## config.mk

```make
export PLATFORM = sky130hd
export DESIGN_NAME = idc_top
export DESIGN_NICKNAME = d
export VERILOG_FILES = /design/src/hw/idc_top.v /design/src/hw/idc_line.v
export VERILOG_INCLUDE_DIRS = /design/src /design/src/hw
export SDC_FILE = /design/constraint.sdc
export NUM_CORES = 1
export LEC_CHECK = 0
export BUFFER_PORTS_ARGS = -buffer_cell sky130_fd_sc_hd__buf_4
export CORE_ASPECT_RATIO = 0.7
export CORE_UTILIZATION = 45
export CTS_CLUSTER_SIZE = 24
export DETAILED_ROUTE_END_ITERATION = 16
export PLACE_DENSITY = 0.67
export SLEW_MARGIN = 20
export SYNTH_ARGS = -nofsm -noshare
export SYNTH_HDL_FRONTEND = slang
export SYNTH_SLANG_ARGS = --single-unit
```

## constraint.sdc

```tcl
create_clock -name core_clk -period 9.08 [get_ports core_clk]
set_input_delay 1.816 -clock core_clk [delete_from_list [all_inputs] [get_ports core_clk]]
set_output_delay 1.816 -clock core_clk [all_outputs]
set_load 0.05 [all_outputs]
```

## src/hw/idc_defines.vh

```
// Register offsets, field positions and reset values of the distributor control block.
`ifndef IDC_DEFINES_VH
`define IDC_DEFINES_VH
`define IDC_OFF_CTRL 8'h00
`define IDC_OFF_TYPE 8'h04
`define IDC_OFF_SET_PEND 8'h08
`define IDC_OFF_CLR_PEND 8'h0c
`define IDC_OFF_SOFT_GEN 8'h10
`define IDC_OFF_EOI 8'h14
`define IDC_OFF_PEND 8'h18
`define IDC_OFF_ACTIVE 8'h1c
`define IDC_OFF_ACK 8'h20
`define IDC_OFF_LEVEL 8'h24
`define IDC_CTRL_EN_BIT 0
`define IDC_CTRL_RESET 1'b0
`define IDC_TYPE_LINES_LSB 0
`define IDC_TYPE_CPU_LSB 5
`define IDC_TYPE_SEC_BIT 10
`define IDC_TYPE_LOCK_LSB 11
`define IDC_ID_NONE 8'hff
`endif

```

## src/hw/idc_top.v

```verilog
// Interrupt distributor global control, banked control register and type register.
// How it works
// - Control register bit 0 is the global enable; bits 31 to 1 read zero.
// - With enable low, inputs are ignored and nothing is forwarded.
// - With enable high, inputs are sampled and pending interrupts forwarded.
// - All other register accesses except acknowledge reads, which return no interrupt, work normally while forwarding is off.
// - Set-pending and soft-generate writes mark pending even when disabled.
// - Clear-pending writes remove pending even when disabled.
// - A still-asserted level input becomes pending again once enabled.
// - End-of-interrupt writes remove active state even when disabled.
// - No interrupt becomes active while forwarding is disabled.
// - Soft interrupt pending clears only on activation, never by write.
// - Secure and non-secure control copies, chosen by access security.
// - Lock input high blocks writes to the secure control copy.
// - One shared type register reports security, lines, cpus, lockable count.
// - Lockable count field is reserved without security extensions.
// - Lockable count sits in type bits 15 to 11; zero means no lockdown.
// - Type bit 10 reports security extensions present.
// - Type bits 7 to 5 hold the cpu interface count minus one.
// - Type bits 4 to 0 hold N, with 32 times N plus one interrupts.
`timescale 1ns/10ps
`include "idc_defines.vh"
module idc_top #(
    parameter NUM_IRQ = 32,
    parameter NUM_SOFT = 16,
    parameter [4:0] LINES_N = 5'h00,
    parameter [2:0] CPU_M1 = 3'h0,
    parameter SEC_EXT = 1,
    parameter [4:0] LOCK_CNT = 5'h00
) (
    core_clk,
    arst_n,
    reg_addr,
    reg_wdata,
    reg_wr,
    reg_rd,
    reg_secure,
    reg_rdata,
    config_lock_input,
    irq_in,
    irq_level,
    fwd_en,
    cpu_irq
);
    input wire core_clk;
    input wire arst_n;
    input wire [7:0] reg_addr;
    input wire [31:0] reg_wdata;
    input wire reg_wr;
    input wire reg_rd;
    input wire reg_secure;
    output reg [31:0] reg_rdata;
    input wire config_lock_input;
    input wire [NUM_IRQ-1:0] irq_in;
    input wire [NUM_IRQ-1:0] irq_level;
    output wire fwd_en;
    output reg cpu_irq;

    reg rst_s1_ff;
    reg rst_n_ff;
    reg lock_s1_ff;
    reg lock_ff;
    reg [NUM_IRQ-1:0] in_s1_ff;
    reg [NUM_IRQ-1:0] in_ff;
    reg en_sec_ff;
    reg en_ns_ff;
    reg [31:0] nxt_rdata;
    reg [31:0] type_val;
    reg [7:0] ack_id;
    wire [NUM_IRQ-1:0] pend;
    wire [NUM_IRQ-1:0] active;
    wire wr_ctrl;
    wire wr_set;
    wire wr_clr;
    wire wr_soft;
    wire wr_eoi;
    wire rd_ack;
    integer k;

    // ------------------------------------------------------------------
    // Reset release and input synchronisers
    // ------------------------------------------------------------------

    // Reset is released through two flip-flops.
    always @(posedge core_clk or negedge arst_n) begin
        if (!arst_n) begin
            rst_s1_ff <= 1'b0;
            rst_n_ff <= 1'b0;
        end else begin
            rst_s1_ff <= 1'b1;
            rst_n_ff <= rst_s1_ff;
        end
    end

    // Lock pin and interrupt pins each pass two flip-flops.
    always @(posedge core_clk or negedge rst_n_ff) begin
        if (!rst_n_ff) begin
            lock_s1_ff <= 1'b0;
            lock_ff <= 1'b0;
            in_s1_ff <= {NUM_IRQ{1'b0}};
            in_ff <= {NUM_IRQ{1'b0}};
        end else begin
            lock_s1_ff <= config_lock_input;
            lock_ff <= lock_s1_ff;
            in_s1_ff <= irq_in;
            in_ff <= in_s1_ff;
        end
    end

    // ------------------------------------------------------------------
    // Register write decode
    // ------------------------------------------------------------------

    // Write strobes per register; other registers ignore the enable.
    assign wr_ctrl = reg_wr && (reg_addr == `IDC_OFF_CTRL);
    assign wr_set = reg_wr && (reg_addr == `IDC_OFF_SET_PEND);
    assign wr_clr = reg_wr && (reg_addr == `IDC_OFF_CLR_PEND);
    assign wr_soft = reg_wr && (reg_addr == `IDC_OFF_SOFT_GEN);
    assign wr_eoi = reg_wr && (reg_addr == `IDC_OFF_EOI);
    assign rd_ack = reg_rd && (reg_addr == `IDC_OFF_ACK);

    // Banked control copies; without security all accesses use the secure copy.
    always @(posedge core_clk or negedge rst_n_ff) begin
        if (!rst_n_ff) begin
            en_sec_ff <= `IDC_CTRL_RESET;
            en_ns_ff <= `IDC_CTRL_RESET;
        end else if (wr_ctrl) begin
            if (reg_secure || SEC_EXT == 0) begin
                if (!(lock_ff && SEC_EXT != 0 && LOCK_CNT != 5'h00)) begin
                    en_sec_ff <= reg_wdata[`IDC_CTRL_EN_BIT];
                end
            end else begin
                en_ns_ff <= reg_wdata[`IDC_CTRL_EN_BIT];
            end
        end
    end

    // Forwarding runs while the secure copy enables it.
    assign fwd_en = en_sec_ff;

    // ------------------------------------------------------------------
    // Interrupt lines
    // ------------------------------------------------------------------

    genvar g;
    generate
        for (g = 0; g < NUM_IRQ; g = g + 1) begin : g_line
            idc_line u_line (
                .clk(core_clk),
                .rst_n(rst_n_ff),
                .fwd_en(fwd_en),
                .sync_in(in_ff[g]),
                .is_level(irq_level[g]),
                .is_soft(g < NUM_SOFT),
                .set_pend((wr_set && reg_wdata[g]) ||
                          (wr_soft && g < NUM_SOFT && reg_wdata[7:0] == g)),
                .clr_pend(wr_clr && reg_wdata[g]),
                .ack(rd_ack && ack_id == g),
                .eoi(wr_eoi && reg_wdata[7:0] == g),
                .pend_ff(pend[g]),
                .active_ff(active[g])
            );
        end
    endgenerate

    // Lowest numbered pending, inactive interrupt is offered for acknowledge.
    always @* begin
        ack_id = `IDC_ID_NONE;
        for (k = NUM_IRQ - 1; k >= 0; k = k - 1) begin
            if (pend[k] && !active[k]) begin
                ack_id = k[7:0];
            end
        end
        if (!fwd_en) begin
            ack_id = `IDC_ID_NONE;
        end
    end

    // Interrupt request towards the cpu interface.
    always @(posedge core_clk or negedge rst_n_ff) begin
        if (!rst_n_ff) begin
            cpu_irq <= 1'b0;
        end else begin
            cpu_irq <= fwd_en && (ack_id != `IDC_ID_NONE);
        end
    end

    // ------------------------------------------------------------------
    // Read path
    // ------------------------------------------------------------------

    // Fixed type value; lockable field reserved without security.
    always @* begin
        type_val = 32'h0000_0000;
        type_val[`IDC_TYPE_LINES_LSB +: 5] = LINES_N;
        type_val[`IDC_TYPE_CPU_LSB +: 3] = CPU_M1;
        type_val[`IDC_TYPE_SEC_BIT] = (SEC_EXT != 0);
        type_val[`IDC_TYPE_LOCK_LSB +: 5] = (SEC_EXT != 0) ? LOCK_CNT : 5'h00;
    end

    // Read multiplexer; unmapped offsets read zero, type ignores writes.
    always @* begin
        nxt_rdata = 32'h0000_0000;
        case (reg_addr)
            `IDC_OFF_CTRL: begin
                nxt_rdata[0] = (reg_secure || SEC_EXT == 0) ? en_sec_ff : en_ns_ff;
            end
            `IDC_OFF_TYPE: begin
                nxt_rdata = type_val;
            end
            `IDC_OFF_PEND: begin
                nxt_rdata[NUM_IRQ-1:0] = pend;
            end
            `IDC_OFF_ACTIVE: begin
                nxt_rdata[NUM_IRQ-1:0] = active;
            end
            `IDC_OFF_ACK: begin
                nxt_rdata[7:0] = ack_id;
            end
            `IDC_OFF_LEVEL: begin
                nxt_rdata[NUM_IRQ-1:0] = in_ff;
            end
            default: begin
                nxt_rdata = 32'h0000_0000;
            end
        endcase
    end

    // Read data stands in the cycle after the strobe only.
    always @(posedge core_clk or negedge rst_n_ff) begin
        if (!rst_n_ff) begin
            reg_rdata <= 32'h0000_0000;
        end else if (reg_rd) begin
            reg_rdata <= nxt_rdata;
        end else begin
            reg_rdata <= 32'h0000_0000;
        end
    end
endmodule // idc_top

```

## src/hw/idc_line.v

```verilog
// One interrupt line: pending and active state with its input edge and level handling.
`timescale 1ns/10ps
module idc_line (
    clk,
    rst_n,
    fwd_en,
    sync_in,
    is_level,
    is_soft,
    set_pend,
    clr_pend,
    ack,
    eoi,
    pend_ff,
    active_ff
);
    input wire clk;
    input wire rst_n;
    input wire fwd_en;
    input wire sync_in;
    input wire is_level;
    input wire is_soft;
    input wire set_pend;
    input wire clr_pend;
    input wire ack;
    input wire eoi;
    output reg pend_ff;
    output reg active_ff;

    reg prev_ff;
    reg nxt_pend;
    reg nxt_active;
    wire rise;

    // Input edges are only seen while forwarding is on; the previous level is
    // tracked always, so a rise that happened while disabled is not seen later.
    assign rise = sync_in & ~prev_ff;

    // Next pending and active state; pending sets win over clears, end-of-interrupt wins over acknowledge.
    always @* begin
        nxt_pend = pend_ff;
        nxt_active = active_ff;
        if (clr_pend && !is_soft) begin
            nxt_pend = 1'b0;
        end
        if (ack && fwd_en && pend_ff) begin
            nxt_active = 1'b1;
            nxt_pend = 1'b0;
        end
        if (eoi) begin
            nxt_active = 1'b0;
        end
        if (set_pend) begin
            nxt_pend = 1'b1;
        end
        if (fwd_en && (is_level ? sync_in : rise) && !is_soft) begin
            nxt_pend = 1'b1;
        end
    end

    // State registers.
    always @(posedge clk or negedge rst_n) begin
        if (!rst_n) begin
            pend_ff <= 1'b0;
            active_ff <= 1'b0;
            prev_ff <= 1'b0;
        end else begin
            pend_ff <= nxt_pend;
            active_ff <= nxt_active;
            prev_ff <= sync_in;
        end
    end
endmodule // idc_line

```

Word level (Yosys, flattened, before mapping)

Index checks and enable logic that the tools add are counted.
Widths: inputs -> output; s select.

Mux-type cells: 214
Bitwise gates (word level): 33
Equal/unequal tests: 72
Reductions and logical operators: 364

Operator list:

| operator           | count |
|---|---|
| $eq 8x5->1 const B | 36 |
| $mux 8             | 33 |
| $logic_and 1x1->1  | 247 |
| $mux 1             | 177 |
| $eq 8x4->1 const B | 18 |
| $pmux 24 s4        | 1 |
| $reduce_bool 2->1  | 48 |
| $eq 8x3->1 const B | 9 |
| $reduce_bool 4->1  | 16 |
| $eq 8x2->1 const B | 4 |
| $logic_not 1->1    | 32 |
| $mux 32            | 1 |
| $pmux 7 s4         | 1 |
| $logic_not 8->1    | 3 |
| $not 1->1          | 17 |
| $and 1x1->1        | 16 |
| $eq 8x1->1 const B | 2 |
| $eq 8x6->1 const B | 2 |
| $logic_or 1x1->1   | 16 |
| $ne 8x8->1 const B | 1 |
| $pmux 1 s5         | 1 |
| $reduce_and 2->1   | 2 |

Bits in registers: 181
Input port bits: 110
Output and inout port bits: 34
Word-level logic and storage cells: 771

Longest topological paths before layout

Depth after elaboration: 42
Gate-level depth with buffers: 9
Mapped depth without buffers: 7

By module

A second synthesis with hierarchy kept.

Cell total of the unflattened synthesis: 969
Area total of the unflattened synthesis: 9250.1 um2

Modules (own cells, without submodules):

| module   | cells an instance | area an instance (um2) | instances | sequential area each (um2) |
|---|---|---|---|---|
| idc_top  | 585               | 5326.4                 | 1         | 2527.4 |
| idc_line | 12                | 122.6                  | 32        | 75.1 |

Least setup slack after synthesis

Ideal clock, no wire load.

Kind: in2reg
Start: in reg_addr[1]
End: reg g_line[28].u_line.pend_ff
Library setup time: 0.120 ns
Arrival time: 3.766 ns
Cell stages on the path: 8
Path buffers: 1
Path slack: 5.194 ns
Required time: 8.960 ns
Path through: or4_4 buf_6 nor3_4 nand4_2 o21ba_4 nand2_2 or4_1 a31o_1

Cells in the longest elaborated chain, start to end: 8
Elaborated cells between the ends (all ways): 15
Classes of those cells: eq/ne (3); mux (3); reduce/logical (9)

RTL lines:

| item                            | RTL line      | source |
|---|---|---|
| start, declared                 | idc_top.v:47  | `input wire [7:0] reg_addr;` |
| $eq 8x6->1                      | -             |  |
| $logic_and 1x1->1               | idc_top.v:120 | `` assign rd_ack = reg_rd && (reg_addr == `IDC_OFF_ACK); `` |
| $logic_and 1x1->1               | idc_top.v:158 | `.ack(rd_ack && ack_id == g),` |
| $logic_and 1x1->1 (2 in series) | idc_line.v:46 | `if (ack && fwd_en && pend_ff) begin` |
| $mux 1                          | idc_line.v:46 |  |
| $mux 1                          | idc_line.v:53 | `if (set_pend) begin` |
| $mux 1                          | idc_line.v:56 | `if (fwd_en && (is_level ? sync_in : rise) && !is_soft) begin` |
| end signal, assigned            | idc_line.v:68 | `pend_ff <= nxt_pend;` |
| end, declared                   | idc_line.v:27 | `output reg pend_ff;` |

Several ways; a longest one is shown, not always the timed one.
A chain may end at the register's enable or synchronous reset.

Final worst setup path

Start: in reg_addr[1]
End: reg g_line[15].u_line.pend_ff

Cells in the longest elaborated chain, start to end: 6
Elaborated cells between the ends (all ways): 14
Classes of those cells: eq/ne (3); mux (1); reduce/logical (10)

RTL lines:

| item                            | RTL line |
|---|---|
| $eq 8x6->1                      | - |
| $logic_and 1x1->1               | idc_top.v:120 |
| $logic_and 1x1->1               | idc_top.v:158 |
| $logic_and 1x1->1 (2 in series) | idc_line.v:46 |
| $reduce_bool 2->1 (no line)     | - |
| end signal, assigned            | idc_line.v:68 |
| end, declared                   | idc_line.v:27 |

Several ways; a longest one is shown, not always the timed one.

==> impl_metrics.yaml <==
global_routing:
  grt_pass1_wl_mm: 35.3
  grt_overflow: 0
  groute.usage.overall: 0.261
  first_global_vias: 6263
  grt_max_degree: 85
  antenna_found_initial: 1
synthesis:
  async_flop_share: 1.00
  syn_area_per_cell_um2: 10.8
  yosys.cell_count.top_type: "dfrtp_1"
  synthDistinctLibCells: 62
  synthesis.nets: 831
  ys_ff_latch: 181
  synth_area_leaders: "dfrtp_1, mux2_2, a21oi_1"
  synth_cells: 721
  seq_area_frac_synth: 0.580
  synth_edf_count: 0
  synth.top_cell.area_share: 0.580
  synthFlopType: "dfrtp_1"
  synthesis.area_mm2: 0.00781
  synth_warnings: 0
  synth_top_area_cell: "dfrtp_1"
  synth_commonest_cells: "dfrtp_1, nor2_1, nand2_1, a21oi_1, nand2b_1"
pwr:
  pwr-share-comb: 0.093
  p_sw_mw: 0.442
  clkPwrFrac: 0.420
  p_leak_nw: 4.20
  total_power_mw: 1.79
  seq_power_share: 0.487
  internal_power_mw: 1.35
  powerDensity_mw_per_mm2: 187
  switching_share: 0.247
  ir_drop_mv: 0.106
sta:
  setup_tns_ns: 0
  hold_violations: 0
  period_needed_ns: 4.04
  slew_headroom: 0.328
  finalCritPeriodShare: 0.445
  holdWs_ns: 0.189
  finClkSkew_ns: 0.0114
  tightest_slew_ns: 1.01
  fmax_mhz: 248
  rsz0062_at_grt: "no"
  drv_slew: 0
  setup_violations: 0
  fin_ws_ns: 5.04
final_layout:
  design_area_mm2: 0.00959
  multi_input_area_mm2: 0.00301
  num_antenna_cells: 0
  num-nets-final: 950
  layout-drive-gt1-share: 0.247
  area_growth_pct: 22.8
  register_area_mm2: 0.00453
  fillers: 1410
place:
  place_congestion: 0.877
  dpl.hpwl_mm: 15.3
  port_buffers: 126
  placed_area_mm2: 0.00896
  preCtsSetupSlack_ns: 4.65
route:
  wl_per_cell_um: 20.7
  drtIter0Drc: 644
  dr.pass1.iters: 5
  detail_route.vias_per_cell: 5.79
  drc: 0
  via_count: 6247
  ant_nets: 0
  totalWireLength_mm: 22.3
floorplan:
  die_h_um: 112
  die_x_um: 159
  fp.coreArea_mm2: 0.0166
  rows: 39
  io_pins: 144
  start_util: 0.469
  die_area_mm2: 0.0179
clocking:
  clk_pin_slew_ns: 0.07
  cts_sinks: 181
  numCtsBuffers: 17
  cts_hold_buf: 0
  cts_tree: "done"
  htree_levels: 4
  clock-root-buffer: "clkbuf_16"
  postCtsSetupBuffers: 0
  cts_resized: 0
  clk_path_buf_depth: 2
  clkLatencyLatePin_ns: 0.44
worst_hold_path:
  hold_path.class: "flip-flop to async pin"
setup_path:
  reg2reg_from: "g_line[30].u_line.pend_ff$_DFFE_PN0P_"
  r2r-end: "g_line[19].u_line.pend_ff$_DFFE_PN0P_"
  end_kind: "flip-flop"
  startpoint_type: "primary input"
  critical_path_required_ns: 9.43
  crit_type: "primary input to flip-flop"
  crit_path_max_fanout: 6
  r2r_setup_slack_ns: 5.77
  reg2reg_depth: 7
  critPathArrivalTime_ns: 4.38
job:
  cap_viol_max_count: 0
status:
  status: "finished, final reports clean"
## power groups by stage
stage | Sequential, mW | Combinational [mW] | Clock, mW
final | 0.873 | 0.167 | 0.753
after global routing | 0.878 | 0.184 | 0.801
after CTS | 0.873 | 0.164 | 0.766
after detailed placement | 0.887 | 0.163 | 0
after global placement | 0.886 | 0.160 | 0
after floorplan | 0.891 | 0.0862 | 0
## metal layers
metal	up-vias	global-route usage	share of wire
met1	3068	0.383	0.48
met5	-	0	0
met4	0	0.0853	0.016
met2	307	0.372	0.43
met3	26	0.0717	0.076
li1	2846	-	-
## how the worst max path moves through the flow
stage / end / start / cells after the start
final: g_line[15].u_line.pend_ff$_DFFE_PN0P_ / reg_addr[1] / 8
after global routing: g_line[15].u_line.pend_ff$_DFFE_PN0P_ / reg_addr[1] / 8
after CTS: g_line[5].u_line.active_ff$_DFFE_PN0P_ / reg_addr[2] / 7
after detailed placement: g_line[24].u_line.pend_ff$_DFFE_PN0P_ / reg_addr[2] / 8
after global placement: g_line[5].u_line.pend_ff$_DFFE_PN0P_ / reg_addr[2] / 7
after floorplan: cpu_irq$_DFF_PN0_ / rst_n_ff$_DFF_PN0_ / 0
## cells by family (layout without fill, tap and decap cells)
| family | count (synthesis) | in the layout | synth area share |
|---|---|---|---|
| other | 1 | 1 | 0.000480 |
| flip-flops | 181 | 181 | 0.580 |
| AND/OR/NAND/NOR | 249 | 249 | 0.170 |
| AO/OA/AOI/OAI | 192 | 192 | 0.173 |
| buffers and inverters | 69 | 201 | 0.0348 |
| multiplexers | 29 | 29 | 0.0417 |
## cell usage in the layout (no fill, tap or decap), types with 21 or more instances in the layout
cell	netlist	final
mux2_2	28	28
nor2b_1	23	23
buf_4	0	133
o21ai_0	21	21
inv_1	34	34
a21oi_1	49	49
dfrtp_1	181	180
nor2_1	64	64
nand2b_1	39	39
a22oi_1	29	29
nand2_1	53	53
## cell type report
type | count | share of cell area
well taps | 225 | 0.0293
clock buffers | 21 | 0.0480
repair buffers | 135 | 0.108
flip-flops and latches | 181 | 0.472
clock inverters | 11 | 0.0146
multi-input cells | 471 | 0.314
inverters | 34 | 0.0133
## flip-flops by register name (all words and copies together) (netlist names), 16 cells and up
| register | cells |
|---|---|
| g_line.u_line.active_ff | 32 |
| g_line.u_line.pend_ff | 32 |
| g_line.u_line.prev_ff | 16 |
| in_ff | 32 |
| in_s1_ff | 32 |
| reg_rdata | 32 |
## worst max-delay path, cell delays in order
cell and delay, ns:
buf_4 0.11, or4_4 0.59, nor4_1 0.68, nor3b_1 0.49, nand3_1 0.31, nor2_1 0.17, a211oi_1 0.07, a21oi_1 0.15
## per-stage QoR
stage,instances,util
2_1_floorplan,721,-
3_3_place_gp,1045,0.539
3_5_place_dp,1045,0.539
4_1_cts,1077,0.575
5_1_grt,1078,0.577
6_report,1078,0.577
Note: power is estimated with default switching activity, not from simulation.
